[config.mk]
export PLATFORM = sky130hd
export DESIGN_NAME = ssn_negotiator
export DESIGN_NICKNAME = d
export VERILOG_FILES = /design/src/pkg/ssn_pkg.sv /design/src/logic/ssn_msg_parser.sv /design/src/logic/ssn_agree_table.sv /design/src/logic/ssn_negotiator.sv
export SDC_FILE = /design/constraint.sdc
export NUM_CORES = 1
export LEC_CHECK = 0
export BUFFER_PORTS_ARGS = -buffer_cell sky130_fd_sc_hd__buf_2
export CORE_ASPECT_RATIO = 1.5
export CORE_MARGIN = 5
export CORE_UTILIZATION = 45
export DETAILED_ROUTE_END_ITERATION = 10
export GPL_TIMING_DRIVEN = 1
export SYNTH_ARGS = -nofsm -noshare
export SYNTH_HDL_FRONTEND = slang
export SYNTH_HIERARCHICAL = 1
export SYNTH_SLANG_ARGS = --single-unit
[constraint.sdc]
create_clock -name mclk -period 7.95 [get_ports mclk]
set_clock_uncertainty 0.2 [all_clocks]
set_input_delay 0.795 -clock mclk [delete_from_list [all_inputs] [get_ports mclk]]
set_output_delay 0.795 -clock mclk [all_outputs]
set_load 0.02 [all_outputs]
[src/pkg/ssn_pkg.sv]
// shared constants and carrier types for the sync negotiation message block
// Operation
// - release ends recovery condition, then bus free; the code raises bus free only for a release seen in S_IDLE
// - release without condition: accept, go bus free; the code goes bus free only from S_IDLE
// - sync request is five bytes, fixed header
// - negotiate whenever agreement may be invalid
// - sync-capable device never rejects sync request
// - req spacing is four times period factor
// - offset zero async, ffh unlimited, data only
// - responder echoes or raises period, lowers offset
// - never transmit faster or deeper than allowed
// - nonzero offset sync; zero or reject async
// - initiator request answered by target reply
// - reject or parity after reply goes async
// - parity retries exhausted: abort to async
// - initiator answers target request or rejects
// - agreement valid once target leaves message out
// - no reply after retries: bus free, async
// - target rejects initiator reply: async
// - async default after power, resets
package ssn_pkg;

  localparam logic [7:0] SSN_EXT_MSG     = 8'h01;
  localparam logic [7:0] SSN_SDTR_LEN    = 8'h03;
  localparam logic [7:0] SSN_SDTR_CODE   = 8'h01;
  localparam logic [7:0] SSN_MSG_REJECT  = 8'h07;
  localparam logic [7:0] SSN_MSG_PARITY  = 8'h09;
  localparam logic [7:0] SSN_MSG_RELEASE = 8'h10;
  localparam logic [7:0] SSN_OFS_ASYNC   = 8'h00;
  localparam logic [7:0] SSN_OFS_UNLIM   = 8'hff;
  localparam logic [7:0] SSN_PER_RESET   = 8'h00;
  localparam logic [2:0] SSN_POS_LEN     = 3'h1;
  localparam logic [2:0] SSN_POS_CODE    = 3'h2;
  localparam logic [2:0] SSN_POS_PER     = 3'h3;
  localparam logic [2:0] SSN_POS_OFS     = 3'h4;
  localparam logic [2:0] SSN_SDTR_BYTES  = 3'h5;
  localparam int         SSN_PERIOD_MULT = 4;
  localparam int         SSN_CLK_NS      = 20;

  typedef struct packed {
    logic       valid;
    logic [7:0] data;
  } ssn_rx_t;

  typedef struct packed {
    logic       valid;
    logic [7:0] data;
    logic       last;
  } ssn_tx_t;

  typedef struct packed {
    logic       sdtr;
    logic       reject;
    logic       parity;
    logic       release_rec;
    logic       other;
    logic [7:0] period;
    logic [7:0] offset;
  } ssn_evt_t;

  typedef struct packed {
    logic [7:0] period;
    logic [7:0] offset;
  } ssn_agr_t;

endpackage

[src/logic/ssn_msg_parser.sv]
// message-out byte stream decoder producing one-cycle message events
`timescale 1ns/1ns
`default_nettype none
module ssn_msg_parser
  import ssn_pkg::*;
(
  input  wire logic     mclk,
  input  wire logic     reset_n,
  input  wire ssn_rx_t  rx,
  output ssn_evt_t      evt
);

  logic       ext_reg;
  logic [7:0] cnt_reg;
  logic [7:0] len_reg;
  logic [7:0] code_reg;
  logic [7:0] per_reg;
  ssn_evt_t   evt_reg;

  assign evt = evt_reg;

  // byte position inside an extended message
  always_ff @(posedge mclk or negedge reset_n)
  begin
    if (!reset_n)
    begin
      ext_reg  <= 1'b0;
      cnt_reg  <= 8'h00;
      len_reg  <= 8'h00;
      code_reg <= 8'h00;
      per_reg  <= 8'h00;
    end
    else if (rx.valid)
    begin
      if (!ext_reg)
      begin
        ext_reg <= (rx.data == SSN_EXT_MSG);
        cnt_reg <= 8'h01;
      end
      else
      begin
        cnt_reg <= cnt_reg + 8'h01;
        if (cnt_reg == 8'(SSN_POS_LEN))
          len_reg <= rx.data;
        if (cnt_reg == 8'(SSN_POS_CODE))
          code_reg <= rx.data;
        if (cnt_reg == 8'(SSN_POS_PER))
          per_reg <= rx.data;
        // zero length is not decoded further; it closes the message and raises an other event
        if ((cnt_reg == 8'(SSN_POS_LEN) && rx.data == 8'h00) ||
            (cnt_reg > 8'(SSN_POS_LEN) && cnt_reg == len_reg + 8'h01))
          ext_reg <= 1'b0;
      end
    end
  end

  // identify bytes (bit 7) raise no event
  always_ff @(posedge mclk or negedge reset_n)
  begin
    if (!reset_n)
      evt_reg <= '0;
    else
    begin
      evt_reg <= '0;
      if (rx.valid && !ext_reg && rx.data != SSN_EXT_MSG && !rx.data[7])
      begin
        evt_reg.reject      <= (rx.data == SSN_MSG_REJECT);
        evt_reg.parity      <= (rx.data == SSN_MSG_PARITY);
        evt_reg.release_rec <= (rx.data == SSN_MSG_RELEASE);
        evt_reg.other       <= !(rx.data inside {SSN_MSG_REJECT, SSN_MSG_PARITY,
                                                 SSN_MSG_RELEASE});
      end
      else if (rx.valid && ext_reg)
      begin
        if (cnt_reg == 8'(SSN_POS_LEN) && rx.data == 8'h00)
          evt_reg.other <= 1'b1;
        else if (cnt_reg > 8'(SSN_POS_LEN) && cnt_reg == len_reg + 8'h01)
        begin
          if (len_reg == SSN_SDTR_LEN && code_reg == SSN_SDTR_CODE)
          begin
            evt_reg.sdtr   <= 1'b1;
            evt_reg.period <= per_reg;
            evt_reg.offset <= rx.data;
          end
          else
            evt_reg.other <= 1'b1;
        end
      end
    end
  end

endmodule
`default_nettype wire

[src/logic/ssn_agree_table.sv]
// per-peer store of negotiated period factor and offset
`timescale 1ns/1ns
`default_nettype none
module ssn_agree_table
  import ssn_pkg::*;
#(
  parameter int N_PEER = 8,
  parameter int ID_W   = 3
)
(
  input  wire logic            mclk,
  input  wire logic            reset_n,
  input  wire logic            clr_en,
  input  wire logic [ID_W-1:0] clr_id,
  input  wire logic            wr_en,
  input  wire logic [ID_W-1:0] wr_id,
  input  wire ssn_agr_t        wr_val,
  input  wire logic [ID_W-1:0] rd_id,
  output ssn_agr_t             rd_val,
  output logic                 rd_need
);

  ssn_agr_t agr_reg  [N_PEER];
  logic     need_reg [N_PEER];

  assign rd_val  = agr_reg[rd_id];
  assign rd_need = need_reg[rd_id];

  for (genvar g = 0; g < N_PEER; g++)
  begin : g_peer
    always_ff @(posedge mclk or negedge reset_n)
    begin
      if (!reset_n)
      begin
        agr_reg[g]  <= '{period: SSN_PER_RESET, offset: SSN_OFS_ASYNC};
        need_reg[g] <= 1'b1;
      end
      else if (clr_en && clr_id == ID_W'(g))
      begin
        agr_reg[g]  <= '{period: SSN_PER_RESET, offset: SSN_OFS_ASYNC};
        need_reg[g] <= 1'b1;
      end
      else if (wr_en && wr_id == ID_W'(g))
      begin
        agr_reg[g]  <= wr_val;
        need_reg[g] <= 1'b0;
      end
    end
  end

endmodule
`default_nettype wire

[src/logic/ssn_negotiator.sv]
// target-side synchronous negotiation and release recovery message control
`timescale 1ns/1ns
`default_nettype none
module ssn_negotiator
  import ssn_pkg::*;
#(
  parameter int         N_PEER     = 8,
  parameter int         ID_W       = 3,
  parameter logic [7:0] MIN_PERIOD = 8'h19,
  parameter logic [7:0] MAX_OFFSET = 8'h08,
  parameter logic [3:0] RETRY_MAX  = 4'h3
)
(
  input  wire logic            mclk,
  input  wire logic            reset_n,
  input  wire logic            bdr_evt,
  input  wire logic            connected,
  input  wire logic            atn,
  input  wire logic [ID_W-1:0] peer_id,
  input  wire ssn_rx_t         rx,
  input  wire logic            start_neg,
  input  wire logic            eca_set,
  input  wire logic            tx_ready,
  output ssn_tx_t              tx,
  output logic                 bus_free,
  output logic                 leave_msg_out,
  output logic                 eca_active,
  output ssn_agr_t             agr,
  output logic                 sync_mode,
  output logic                 unlimited_ofs,
  output logic [7:0]           req_spacing_cyc,
  output logic                 busy
);

  typedef enum logic [2:0] {
    S_IDLE,
    S_TX_REPLY,
    S_CHECK,
    S_TX_REQ,
    S_WAIT_RESP,
    S_TX_REJECT
  } ssn_state_t;

  ssn_state_t state_reg;
  ssn_state_t state_next;
  ssn_evt_t   ev;
  logic       need;
  logic [3:0] retry_reg;
  logic [3:0] retry_next;
  logic [7:0] tx_buf_reg [5];
  logic [2:0] tx_len_reg;
  logic [2:0] tx_idx_reg;
  logic       tx_done;
  logic       ld_sdtr;
  logic       ld_reject;
  ssn_agr_t   ld_val;
  ssn_agr_t   reply_reg;
  logic       tw_en;
  ssn_agr_t   tw_val;
  logic       bus_free_reg;
  logic       leave_reg;
  logic       eca_reg;
  logic       resp_ok;
  logic [7:0] spacing_reg;
  logic [15:0] spacing_ns;

  localparam ssn_agr_t ASYNC_AGR = '{period: SSN_PER_RESET, offset: SSN_OFS_ASYNC};

  ssn_msg_parser u_parser (
    .mclk    (mclk),
    .reset_n (reset_n),
    .rx      (rx),
    .evt     (ev)
  );

  ssn_agree_table #(
    .N_PEER (N_PEER),
    .ID_W   (ID_W)
  ) u_table (
    .mclk    (mclk),
    .reset_n (reset_n),
    .clr_en  (bdr_evt),
    .clr_id  (peer_id),
    .wr_en   (tw_en),
    .wr_id   (peer_id),
    .wr_val  (tw_val),
    .rd_id   (peer_id),
    .rd_val  (agr),
    .rd_need (need)
  );

  // one driver for the whole carrier; field-wise drivers of a variable are refused
  assign tx = '{valid: (state_reg inside {S_TX_REPLY, S_TX_REQ, S_TX_REJECT}),
                data:  tx_buf_reg[tx_idx_reg],
                last:  (tx_idx_reg == tx_len_reg - 3'h1)};
  assign tx_done  = tx.valid && tx_ready && tx.last;
  assign busy     = (state_reg != S_IDLE);

  // the initiator's reply may be slower or shallower than ours, never beyond
  assign resp_ok = (ev.period >= MIN_PERIOD) && (ev.offset <= MAX_OFFSET);

  // the offset alone decides the mode; period is ignored in async
  assign sync_mode     = (agr.offset != SSN_OFS_ASYNC);
  assign unlimited_ofs = (agr.offset == SSN_OFS_UNLIM);

  always_comb
  begin
    state_next = state_reg;
    retry_next = retry_reg;
    ld_sdtr    = 1'b0;
    ld_reject  = 1'b0;
    ld_val     = ASYNC_AGR;
    tw_en      = 1'b0;
    tw_val     = ASYNC_AGR;
    if (bdr_evt)
      state_next = S_IDLE;
    else
    begin
      unique case (state_reg)
        S_IDLE:
        begin
          if (ev.sdtr)
          begin
            // echo, raising period and lowering offset only where needed
            ld_sdtr       = 1'b1;
            ld_val.period = (ev.period < MIN_PERIOD) ? MIN_PERIOD : ev.period;
            ld_val.offset = (ev.offset > MAX_OFFSET) ? MAX_OFFSET : ev.offset;
            retry_next    = 4'h0;
            state_next    = S_TX_REPLY;
          end
          else if (!ev.release_rec && (start_neg || (connected && need)))
          begin
            ld_sdtr       = 1'b1;
            ld_val.period = MIN_PERIOD;
            ld_val.offset = MAX_OFFSET;
            retry_next    = 4'h0;
            state_next    = S_TX_REQ;
          end
        end
        S_TX_REPLY:
        begin
          if (tx_done)
          begin
            tw_en      = 1'b1;
            tw_val     = reply_reg;
            state_next = atn ? S_CHECK : S_IDLE;
          end
        end
        S_CHECK:
        begin
          if (ev.reject)
          begin
            tw_en      = 1'b1;
            state_next = S_IDLE;
          end
          else if (ev.parity)
          begin
            tw_en = 1'b1;
            if (retry_reg == RETRY_MAX)
              state_next = S_IDLE;
            else
            begin
              // resend restores the agreement when it completes
              retry_next = retry_reg + 4'h1;
              state_next = S_TX_REPLY;
            end
          end
          else if (ev.sdtr || ev.other || ev.release_rec || !atn)
            state_next = S_IDLE;
        end
        S_TX_REQ:
        begin
          if (tx_done)
          begin
            if (atn)
              state_next = S_WAIT_RESP;
            else
            begin
              tw_en      = 1'b1;
              state_next = S_IDLE;
            end
          end
        end
        S_WAIT_RESP:
        begin
          if (ev.sdtr && resp_ok)
          begin
            tw_en      = 1'b1;
            tw_val     = '{period: ev.period, offset: ev.offset};
            state_next = S_IDLE;
          end
          else if (ev.sdtr)
          begin
            tw_en      = 1'b1;
            ld_reject  = 1'b1;
            state_next = S_TX_REJECT;
          end
          else if (ev.reject)
          begin
            tw_en      = 1'b1;
            state_next = S_IDLE;
          end
          else if (ev.parity || ev.other)
          begin
            if (retry_reg == RETRY_MAX)
            begin
              tw_en      = 1'b1;
              state_next = S_IDLE;
            end
            else
            begin
              retry_next = retry_reg + 4'h1;
              ld_sdtr    = 1'b1;
              ld_val     = '{period: MIN_PERIOD, offset: MAX_OFFSET};
              state_next = S_TX_REQ;
            end
          end
        end
        S_TX_REJECT:
        begin
          if (tx_done)
            state_next = S_IDLE;
        end
      endcase
    end
  end

  always_ff @(posedge mclk or negedge reset_n)
  begin
    if (!reset_n)
    begin
      state_reg <= S_IDLE;
      retry_reg <= 4'h0;
    end
    else
    begin
      state_reg <= state_next;
      retry_reg <= retry_next;
    end
  end

  // outgoing message buffer
  always_ff @(posedge mclk or negedge reset_n)
  begin
    if (!reset_n)
    begin
      for (int i = 0; i < 5; i++)
        tx_buf_reg[i] <= 8'h00;
      tx_len_reg <= 3'h0;
      tx_idx_reg <= 3'h0;
      reply_reg  <= ASYNC_AGR;
    end
    else if (ld_sdtr)
    begin
      tx_buf_reg[0]           <= SSN_EXT_MSG;
      tx_buf_reg[SSN_POS_LEN] <= SSN_SDTR_LEN;
      tx_buf_reg[SSN_POS_CODE] <= SSN_SDTR_CODE;
      tx_buf_reg[SSN_POS_PER] <= ld_val.period;
      tx_buf_reg[SSN_POS_OFS] <= ld_val.offset;
      tx_len_reg              <= SSN_SDTR_BYTES;
      tx_idx_reg              <= 3'h0;
      reply_reg               <= ld_val;
    end
    else if (ld_reject)
    begin
      tx_buf_reg[0] <= SSN_MSG_REJECT;
      tx_len_reg    <= 3'h1;
      tx_idx_reg    <= 3'h0;
    end
    else if (state_reg == S_CHECK && state_next == S_TX_REPLY)
      tx_idx_reg <= 3'h0;
    else if (tx.valid && tx_ready && !tx.last)
      tx_idx_reg <= tx_idx_reg + 3'h1;
  end

  // bus free and message-out exit pulses
  always_ff @(posedge mclk or negedge reset_n)
  begin
    if (!reset_n)
    begin
      bus_free_reg <= 1'b0;
      leave_reg    <= 1'b0;
    end
    else
    begin
      bus_free_reg <= !bdr_evt &&
                      ((state_reg == S_IDLE && ev.release_rec) ||
                       (state_reg == S_CHECK && ev.parity && retry_reg == RETRY_MAX) ||
                       (state_reg == S_WAIT_RESP && (ev.parity || ev.other) &&
                        retry_reg == RETRY_MAX));
      leave_reg    <= !bdr_evt && state_reg == S_WAIT_RESP && ev.sdtr && resp_ok;
    end
  end

  assign bus_free      = bus_free_reg;
  assign leave_msg_out = leave_reg;
  assign eca_active    = eca_reg;

  // a new condition raised in the same cycle outlives the release
  always_ff @(posedge mclk or negedge reset_n)
  begin
    if (!reset_n)
      eca_reg <= 1'b0;
    else if (eca_set)
      eca_reg <= 1'b1;
    else if (ev.release_rec)
      eca_reg <= 1'b0;
  end

  // rounded up so the peer's minimum spacing is never undercut
  assign spacing_ns = 16'(agr.period) * 16'(SSN_PERIOD_MULT);
  always_ff @(posedge mclk or negedge reset_n)
  begin
    if (!reset_n)
      spacing_reg <= 8'h01;
    else if (spacing_ns == 16'h0000)
      spacing_reg <= 8'h01;
    else
      spacing_reg <= 8'((spacing_ns + 16'(SSN_CLK_NS - 1)) / 16'(SSN_CLK_NS));
  end
  assign req_spacing_cyc = spacing_reg;

  property p_release_bus_free;
    @(posedge mclk) disable iff (!reset_n)
    state_reg == S_IDLE && ev.release_rec && !bdr_evt |=> bus_free ##1 !bus_free;
  endproperty
  a_release_bus_free: assert property (p_release_bus_free) else $error("no bus free after release");

  property p_release_ends_eca;
    @(posedge mclk) disable iff (!reset_n)
    ev.release_rec && !eca_set |=> !eca_active;
  endproperty
  a_release_ends_eca: assert property (p_release_ends_eca) else $error("recovery not ended");

  property p_never_reject;
    @(posedge mclk) disable iff (!reset_n)
    state_reg == S_IDLE && ev.sdtr && !bdr_evt |=> state_reg == S_TX_REPLY && tx.data == SSN_EXT_MSG;
  endproperty
  a_never_reject: assert property (p_never_reject) else $error("sync request not answered");

  property p_reply_limits;
    @(posedge mclk) disable iff (!reset_n)
    state_reg == S_TX_REPLY && tx_idx_reg == SSN_POS_PER |->
      tx.data >= MIN_PERIOD ##0 (tx_buf_reg[SSN_POS_OFS] <= MAX_OFFSET);
  endproperty
  a_reply_limits: assert property (p_reply_limits) else $error("reply exceeds own limits");

  property p_bdr_async;
    @(posedge mclk) disable iff (!reset_n)
    bdr_evt ##1 $stable(peer_id) |-> !sync_mode && state_reg == S_IDLE;
  endproperty
  a_bdr_async: assert property (p_bdr_async) else $error("agreement kept after device reset");

  property p_spacing;
    @(posedge mclk) disable iff (!reset_n)
    $stable(agr.period) |->
      int'(req_spacing_cyc) * SSN_CLK_NS >= int'(agr.period) * SSN_PERIOD_MULT;
  endproperty
  a_spacing: assert property (p_spacing) else $error("req spacing too short");

  property p_unlimited;
    @(posedge mclk) disable iff (!reset_n)
    agr.offset == SSN_OFS_UNLIM |-> unlimited_ofs && sync_mode;
  endproperty
  a_unlimited: assert property (p_unlimited) else $error("unlimited offset not flagged");

  property p_reject_async;
    @(posedge mclk) disable iff (!reset_n)
    state_reg == S_CHECK && (ev.reject || ev.parity) && !bdr_evt ##1 $stable(peer_id) |->
      !sync_mode;
  endproperty
  a_reject_async: assert property (p_reject_async) else $error("agreement kept after reject");

  property p_retry_abort;
    @(posedge mclk) disable iff (!reset_n)
    state_reg == S_WAIT_RESP && (ev.parity || ev.other) && retry_reg == RETRY_MAX &&
      !bdr_evt |=> bus_free && state_reg == S_IDLE;
  endproperty
  a_retry_abort: assert property (p_retry_abort) else $error("retries not ended by bus free");

  property p_accept_leave;
    @(posedge mclk) disable iff (!reset_n)
    state_reg == S_WAIT_RESP && ev.sdtr && resp_ok && !bdr_evt |=>
      leave_msg_out && agr.offset == $past(ev.offset);
  endproperty
  a_accept_leave: assert property (p_accept_leave) else $error("accepted reply not applied");

  c_reply: cover property (@(posedge mclk) disable iff (!reset_n)
    state_reg == S_TX_REPLY && tx_done);
  c_accept: cover property (@(posedge mclk) disable iff (!reset_n) leave_msg_out);
  c_release: cover property (@(posedge mclk) disable iff (!reset_n) bus_free && eca_active == 1'b0);

endmodule
`default_nettype wire

Word level (Yosys, flattened, before mapping)
Cells that the tools add are included.
- output and inout bits: 40
- input port bits: 20
- bits in registers: 240
- logic and storage cells: 316
- $lt $le $gt $ge: 7
- eq/ne operators: 34
- divide/modulo/power cells: 1
- reductions and logical operators: 79
- muxes and demuxes: 137
- add/subtract/negate cells: 6
- bitwise operators: 3
- operators with widths (operator ; number):
    16-bit 2-to-1 mux ; 26
    13-bit 2-to-1 mux ; 6
    8-bit 2-to-1 mux ; 8
    16-bit case mux with 2 select lines ; 2
    3-bit 2-to-1 mux ; 21
    1-bit 2-to-1 mux ; 54
    16-bit binary-select mux with 3-bit select ; 1
    1-bit logical AND ; 40
    4-bit 2-to-1 mux ; 9
    17-bit 2-to-1 mux ; 2
    8-bit binary-select mux with 3-bit select ; 1
    8-bit by 1-bit == test with 1-bit output, second input constant ; 3
    8-bit by 2-bit == test with 1-bit output, second input constant ; 3
    2-bit nonzero test ; 10
    3-bit == test, second input constant ; 6
    3-bit case mux with 6 select lines ; 1
    8-bit by 1-bit adder with 8-bit output, second input constant ; 2
    16-bit by 5-bit divider with 16-bit output, second input constant ; 1
    16-bit logical NOT ; 1
    3-bit by 2-bit == test with 1-bit output, second input constant ; 4
    4-bit case mux with 3 select lines ; 1
    3-bit nonzero test ; 4
    10-bit by 5-bit adder with 11-bit output, second input constant ; 1
    3-bit by 1-bit == test with 1-bit output, second input constant ; 3
    other kinds (34) ; 57

Depth between registers and ports, before layout
Gate-level depths: netlist of the first run.
- depth in word-level cells: 16
- depth in mapped cells: 16
- depth with buffers taken out: 13

Cells and area by module
Netlist of the first run, hierarchy kept.
- modules (own cells, without submodules) (module ; cells an instance ; area an instance (um^2) ; times used):
    ssn_agree_table ; 674 ; 6640.1 ; 1
    ssn_negotiator ; 394 ; 3074.2 ; 1
    ssn_msg_parser ; 219 ; 2528.7 ; 1

Least setup slack after synthesis of the first run
No wires, ideal clock.
- kind: in2reg
- from: input port peer_id[0]
- to: register spacing_reg[0], in the netlist req_spacing_cyc[0]
- slack: 3437 ps
- stages on the path: 15
- data arrival time: 4251 ps
- required time: 7689 ps
- cell sequence: buf_2 > buf_2 > mux4_2 > mux2_2 > ha_1 > buf_2 > o32ai_2 > a2bb2oi_1 > nand2_2 > clkinv_4 > xnor2_1 > o31ai_1 > a221oi_1 > maj3_1 > a41o_1
- RTL lines (element ; line ; text):
    from (decl) ; ssn_negotiator.sv:19 ; input wire logic [ID_W-1:0] peer_id,
    to (signal assigned) ; ssn_negotiator.sv:319 ; spacing_reg <= 8'((spacing_ns + 16'(SSN_CLK_NS - 1)) / 16'(SSN_CLK_NS));
    to (decl) ; ssn_negotiator.sv:64 ; logic [7:0] spacing_reg;

Worst setup path after layout of the first run
- from: input port peer_id[0]
- to: register spacing_reg[0], in the netlist req_spacing_cyc[0]
- cells in the longest elaborated chain, start to end: 7
- elaborated cells between the ends (all ways): 8
- RTL lines (element ; line ; text):
    3-bit NOT with 4-bit output (not written as such) (*) ; ssn_agree_table.sv:26 ; assign rd_val = agr_reg[rd_id];
    16-bit binary-select mux with 3-bit select (*) ; ssn_agree_table.sv:26 ;
    16-bit 2-to-1 mux (not written as such) (*) (2 in series) ; ssn_agree_table.sv:26 ;
    10-bit by 5-bit adder with 11-bit output ; ssn_negotiator.sv:319 ;
    16-bit by 5-bit divider with 16-bit output ; ssn_negotiator.sv:319 ;
    8-bit 2-to-1 mux (*) ; ssn_negotiator.sv:316 ; else if (spacing_ns == 16'h0000)
Every way passes the cells marked *; elsewhere a longest branch is shown, timed or not. The select of a mux whose other input is x is not followed.
A chain may end at the register's enable or synchronous reset.

==> key figures, run 1 <==
Outcome
  • Status: finished clean

Cells and area
  • Non-Filler Instances: 1654
  • Most common cell after layout, fill and taps aside: nand2_1
  • P&R area growth vs syn: 9.92%
  • Finished Cell Area: 0.0135 mm²
  • Highest-count cells in the layout ignoring fill and taps: nand2_1 (324), dfrtp_1 (221), a21oi_1 (151), nor2_1 (67), buf_2 (57)
  • Max reg flops: 128
  • Layout cell share with drive strength beyond 1: 18.4%
  • Final net count: ~1.3k

Clock network
  • Post-CTS setup buffer count: 0
  • Worst skew pair latency: approximately 530 ps
  • Post-CTS sizing: 0
  • Htree depth: 1
  • CTS clock-pin slew for the worst setup and hold paths: approximately 70 ps
  • Total clock sinks: 230
  • Root Driver: clkbuf_16
  • CTS hold repair buffers: 0
  • Clk buf depth: 3
  • Num CTS Buffers: 24
  • CTS tree: built

Route
  • TritonRoute pass-1 iters: 5
  • Vias per cell: 5.75
  • Post-DR wirelength/cell: about 20 µm
  • Final WL: 33100 µm
  • Initial DRC count: between 500 and 600
  • DRC viols: 0
  • Via Count: approximately 9.5k
  • Antenna Nets Post-Route: 0

Placement
  • Pre-CTS setup slack: 2830 ps
  • GP Congestion: around 0.87
  • Placed Area: around 0.013 mm²
  • Detailed Place HPWL: roughly 23000 µm
  • Cells after DPL: around 1.6k
  • I/O Buffers: slightly below 60

STA
  • Worst Tran Pin Value: between 1000 and 1500 ps
  • RSZ-0062 raised after global routing: false
  • Slew Limit Fails: 0
  • Clock period minus worst slack: between 4000 and 5000 ps
  • Worst slew margin: between 20% and 30%
  • FMAX: between 200 and 250 MHz
  • Setup ws final: 3280 ps
  • Setup_tns: 0 ps
  • Final setup fails: 0
  • Final Cycle Share: roughly three fifths
  • Hold Fails Final Rpt: 0

Synthesis
  • Post-Syn Area: between 0.01 and 0.015 mm²
  • Syn Nets: approximately 1.3k
  • Yosys warnings: 6
  • Yosys reg bits: between 200 and 250
  • Post-synth top flop: dfrtp_1
  • Post-synth EDFFs: 0
  • Share of the yosys chip area belonging to registers: between 40% and 50%
  • Gate Count Post-Synth: 1287
  • Mean area per synthesized cell: 9.51 µm²
  • Ys async rst share: 100%
  • Synth unique cells: 95

Power
  • Flop pwr share: roughly 45%
  • Pint: 2.11 mW
  • Combinational group share of total power: roughly 14%
  • Leak Pwr: around 5.8 nW
  • Clock share of power: 40.8%
  • Sw Pwr: a little over 0.8 mW
  • Switching portion of total power: 28.1%
  • Max rail drop VDD: between 0.2 and 0.25 mV
  • Power Dens Cells: between 200 and 250 mW/mm²

Setup path
  • Required time worst endpoint: approximately 8000 ps
  • Worst R2R Start: u_table/agr_reg[42]
  • Crit path capture type: flop
  • Crit Reg-Reg Endpoint: req_spacing_cyc[0]
  • Setup CP Type: in2reg
  • WP data arrival: a little under 5000 ps
  • Max FO, Critical Path: 22
  • Worst r2r path cells: 13
  • R2R Setup Slk: 3790 ps
  • CP Launch Type: input pin
  • CP startpoint: peer_id[0]

Global route
  • First-pass GRT wire length: approximately 54000 µm
  • Initial antenna violation count: 2
  • Largest net degree at the start of global routing: 84
  • Total GRT Usage: between 20% and 30%
  • Vias in the first global route: ~10k
  • GRT Residual Overflow: 0

Floorplan
  • Die Height: about 210 µm
  • Die X: 145 µm
  • Starting density of the core: a little under half
  • FP Rows: 74
  • Die area: 0.0307 mm²
  • Core Box Area: between 0.02 and 0.03 mm²
  • I/O pins: 60

Min path
  • Worst hold path type: in2async

Flow run
  • Max-cap violations: 0
## critical path, cell delays in order
cell       delay (ps)
buf_2             500
mux4_2            580
mux2_2            450
ha_1              450
nand2_1           140
a211oi_1           90
a211oi_2          300
nand2_2           160
clkinv_4          110
nor2_1             60
a2111oi_0         680
a22o_1            270
o311ai_2           90
a41o_1            240
## how the worst max path moves through the flow
stage	end	slack (ps)	cells after the start
2_1_floorplan	req_spacing_cyc[0]	3440	15
3_3_place_gp	req_spacing_cyc[0]	2880	14
3_5_place_dp	req_spacing_cyc[0]	2830	14
4_1_cts	req_spacing_cyc[0]	3380	14
5_1_grt	req_spacing_cyc[0]	3060	14
6_report	req_spacing_cyc[0]	3280	14
## routing by layer
metal	vias up	global-route usage (%)	routed length, µm
li1	4498	-	-
met1	4683	27.2	13100
met2	267	39.5	17400
met3	58	3.06	1680
met4	0	7.47	976
met5	-	0	0
## power groups by stage
| stage | Sequential (mW) | Clock (mW) | Combinational, mW |
|---|---|---|---|
| 2_1_floorplan | 1.29 | 0 | 0.329 |
| 3_3_place_gp | 1.33 | 0 | 0.416 |
| 3_5_place_dp | 1.33 | 0 | 0.423 |
| 4_1_cts | 1.31 | 1.22 | 0.426 |
| 5_1_grt | 1.32 | 1.27 | 0.474 |
| 6_report | 1.31 | 1.20 | 0.422 |
## per-stage QoR
step	hold slack, ps	utilization (%)	power [mW]
2_1_floorplan	258	-	1.62
6_report	12.1	49.8	2.93
5_1_grt	67.8	49.8	3.07
3_3_place_gp	262	46.6	1.75
4_1_cts	70.0	49.8	2.96
3_5_place_dp	272	46.6	1.76
## cell families after synthesis
logic type | count (synthesis) | share of synthesized area (%)
simple gates | 546 | 21.0
compound gates | 279 | 14.2
flops | 230 | 47.1
buf+inv | 126 | 5.22
mux | 77 | 10.2
xor+xnor | 17 | 1.22
fa+ha+maj | 11 | 1.09
other cells | 1 | 0.0306
## cell type report
type,instances,area [µm²]
Antenna cell,2,5.00
Clock buffer,39,778
Clock inverter,5,77.6
Fill cell,2552,13600
Inverter,31,121
Multi-Input combinational cell,931,5860
Sequential cell,230,5770
Tap cell,342,428
Timing Repair Buffer,74,420
## synthesized netlist by cell type (17+ instances only)
library cell / n / area [µm²]
mux4_2: 34 / 766
nor3_1: 17 / 85.1
o21ai_0: 24 / 120
nor2_1: 69 / 259
buf_4: 21 / 158
inv_1: 30 / 113
dfrtp_1: 221 / 5530
buf_2: 24 / 120
clkbuf_1: 42 / 158
mux2_2: 41 / 462
a21oi_1: 151 / 756
nand3_1: 19 / 95.1
nand2_1: 324 / 1220
Note: power is estimated with default switching activity, not from simulation.
==> run 2, diff against run 1 <==
==> constraint.sdc (replaced) <==
create_clock -name mclk -period 3.9 [get_ports mclk]
set_clock_uncertainty 0.2 [all_clocks]
set_input_delay 0.39 -clock mclk [delete_from_list [all_inputs] [get_ports mclk]]
set_output_delay 0.39 -clock mclk [all_outputs]
set_load 0.02 [all_outputs]
==> key figures, run 2 (synthesized netlist as in run 1, its figures left out) <==
Setup path
  • Most frequent cell on the critical path: buf_4
  • Crit path capture type: flop (unchanged)
  • Max FO, Critical Path: 6 (was 22)
  • WP data arrival: 3990 ps (was 4930 ps)
  • CP max-delay cell: mux4_2 (was a2111oi_0)
  • Family with the most delay on the worst path: compound AO/OA/AOI/OAI gates (unchanged)
  • Required time worst endpoint: 4160 ps (was 8210 ps)
  • Setup CP Type: reg2reg (was in2reg)
  • CP Launch Type: flop (was input pin)
  • CP max stage delay: 470 ps (was 680 ps)
  • CP cell instances: mux4_2 > mux2_4 > ha_1 > buf_4 > o32ai_2 > a2bb2oi_2 > nand2_2 > clkinv_4 > buf_4 > a211o_1 > a21o_1 > a22o_1 > o311ai_2 > a41o_1 (was buf_2 > mux4_2 > mux2_2 > ha_1 > nand2_1 > a211oi_1 > a211oi_2 > nand2_2 > clkinv_4 > nor2_1 > a2111oi_0 > a22o_1 > o311ai_2 > a41o_1)
  • Worst Path Buf+Inv: 3 (was 2)

Route
  • Post-DR wirelength/cell: 20.1 µm (was 20.0 µm)
  • Final WL: 35200 µm (was 33100 µm)
  • Antenna Nets Post-Route: 0 (unchanged)
  • DRC viols: 0 (unchanged)
  • Initial DRC count: 444 (was 522)
  • TritonRoute pass-1 iters: 5 (unchanged)
  • Vias per cell: 5.66 (was 5.75)
  • Via Count: 9904 (was 9506)

Clock network
  • Worst skew pair latency: 520 ps (was 530 ps)
  • Post-CTS setup buffer count: 0 (unchanged)
  • CTS clock-pin slew for the worst setup and hold paths: 60 ps (was 70 ps)
  • Root Driver: clkbuf_16 (unchanged)
  • Clk buf depth: 3 (unchanged)
  • Htree depth: 1 (unchanged)
  • CTS tree: built (unchanged)
  • Total clock sinks: 230 (unchanged)
  • Num CTS Buffers: 24 (unchanged)

STA
  • Clock period minus worst slack: between 3000 and 4000 ps
  • Worst Tran Pin Value: 921 ps (was 1110 ps)
  • Final setup fails: 0 (unchanged)
  • FMAX: 269 MHz
  • Hold Fails Final Rpt: 0 (unchanged)
  • Setup ws final: 176 ps (was 3280 ps)
  • Worst slew margin: 38.4% (was 25.7%)
  • Final hold slack: 30.3 ps (was 12.1 ps)
  • Final Cycle Share: between 90% and 100%
  • Slew Limit Fails: 0 (unchanged)
  • RSZ-0062 raised after global routing: false (unchanged)

Power
  • Power Dens Cells: 416 mW/mm² (was 218 mW/mm²)
  • Leak Pwr: 6.27 nW (was 5.80 nW)
  • Max rail drop VDD: 0.364 mV (was 0.227 mV)

Global route
  • First-pass GRT wire length: 56600 µm (was 53600 µm)
  • Vias in the first global route: 10.2k (was 9801)
  • Total GRT Usage: 23.6% (was 22.1%)
  • GRT Residual Overflow: 0 (unchanged)
  • Initial antenna violation count: 2 (unchanged)
  • Largest net degree at the start of global routing: 84 (unchanged)

Cells and area
  • Layout cell share with drive strength beyond 1: 23.3% (was 18.4%)
  • P&R area growth vs syn: 16.1% (was 9.92%)
  • Fill cells: 2482 (was 2552)
  • Max reg flops: 128 (unchanged)
  • Final net count: 1418 (was 1321)
  • Most common cell after layout, fill and taps aside: nand2_1 (unchanged)
  • Highest-count cells in the layout ignoring fill and taps: nand2_1 (324), dfrtp_1 (221), a21oi_1 (151), buf_4 (102), nor2_1 (69) (was nand2_1 (324), dfrtp_1 (221), a21oi_1 (151), nor2_1 (67), buf_2 (57))

Floorplan
  • FP Rows: 74 (unchanged)
  • Core Box Area: 0.0270 mm² (unchanged)
  • Starting density of the core: 45.3% (unchanged)
  • Die Height: 212 µm (unchanged)
  • Die X: 145 µm (unchanged)
  • Die area: 0.0307 mm² (unchanged)
  • I/O pins: 60 (unchanged)

Outcome
  • Status: finished clean (unchanged)

Min path
  • Worst hold path type: in2reg (was in2async)

Flow run
  • Max-cap violations: 0 (unchanged)

Placement
  • GP Congestion: 0.907 (was 0.871)
  • I/O Buffers: 58 (unchanged)
  • Detailed Place HPWL: 25400 µm (was 22900 µm)
  • Pre-CTS setup slack: -139 ps (was 2830 ps)
==> run 2: cell count changes in the layout (fill, tap and decap cells not counted), sizes merged <==
cell	before	now
buf	74	163
clkinv	3	6
dlygate4sd3	0	8
diode	2	3
clkinvlp	1	0
clkbuf	39	36
==> run 2: timing repair <==
action                                  CTS  global route
endpoints found under the hold margin    82             0
hold buffers                              8             0
gates resized for setup                   0             1
endpoints found under the setup margin    0             1
==> run 2: cell type report <==
| type | count | area (µm²) | share of cell area, % |
|---|---|---|---|
| multi-input combinational | 931 | 5880 | 41.4 |
| sequential | 230 | 5770 | 40.6 |
| timing repair buffer | 171 | 1210 | 8.49 |
| clock buffer | 36 | 707 | 4.97 |
| tap | 342 | 428 | 3.01 |
| inverter | 31 | 121 | 0.854 |
| clock inverter | 7 | 92.6 | 0.651 |
| antenna | 3 | 7.51 | 0.0528 |
==> run 2: final timing paths <==
check | cells past startpoint | endpoint | start | slack [ps]
max | 14 | req_spacing_cyc[0] | u_table/agr_reg[42] | 180
min | 2 | u_parser/evt[1] | rx[1] | 30
max reg2reg | 14 | req_spacing_cyc[0] | u_table/agr_reg[42] | 180
min reg2reg | 1 | eca_active | eca_active | 290
max in group asynchronous | 3 | u_table/agr_reg[25] | reset_n | 2260
min in group asynchronous | 2 | u_table/agr_reg[94] | reset_n | 240
==> run 2: worst reg2reg max path: cells and delay by family, from the launching register on <==
family	cells	cell delay, ps
muxes	2	760
AOI/OAI and AO/OA	7	1510
and+or+nand+nor	1	130
DFF	1	400
adders and majority gates	1	270
buffers and inverters	3	400
==> run 2: metrics by stage <==
step	TNS, ps	instances	utilization, %	instance area (µm²)	power [mW]
6_report	0	1751	52.6	14200	5.91
5_1_grt	0	1748	52.5	14200	6.20
4_1_cts	0	1748	52.5	14200	5.98
3_5_place_dp	-206	1697	49.3	13300	3.61
3_3_place_gp	-143	1697	49.3	13300	3.59
2_1_floorplan	0	1287	-	12300	3.30
==> run 2: routing by layer <==
layer	part of all wire (%)	track usage [%]
met4	3.6	8.72
met5	0	0
met3	4.5	2.75
met1	38	28.4
met2	54	42.9
==> run 2: report_power, final <==
| part | internal (mW) | total [mW] | switching (mW) |
|---|---|---|---|
| registers | 2.49 | 2.65 | 0.155 |
| logic | 0.345 | 0.919 | 0.574 |
| clock network | 1.39 | 2.35 | 0.961 |
| total | 4.22 | 5.91 | 1.69 |
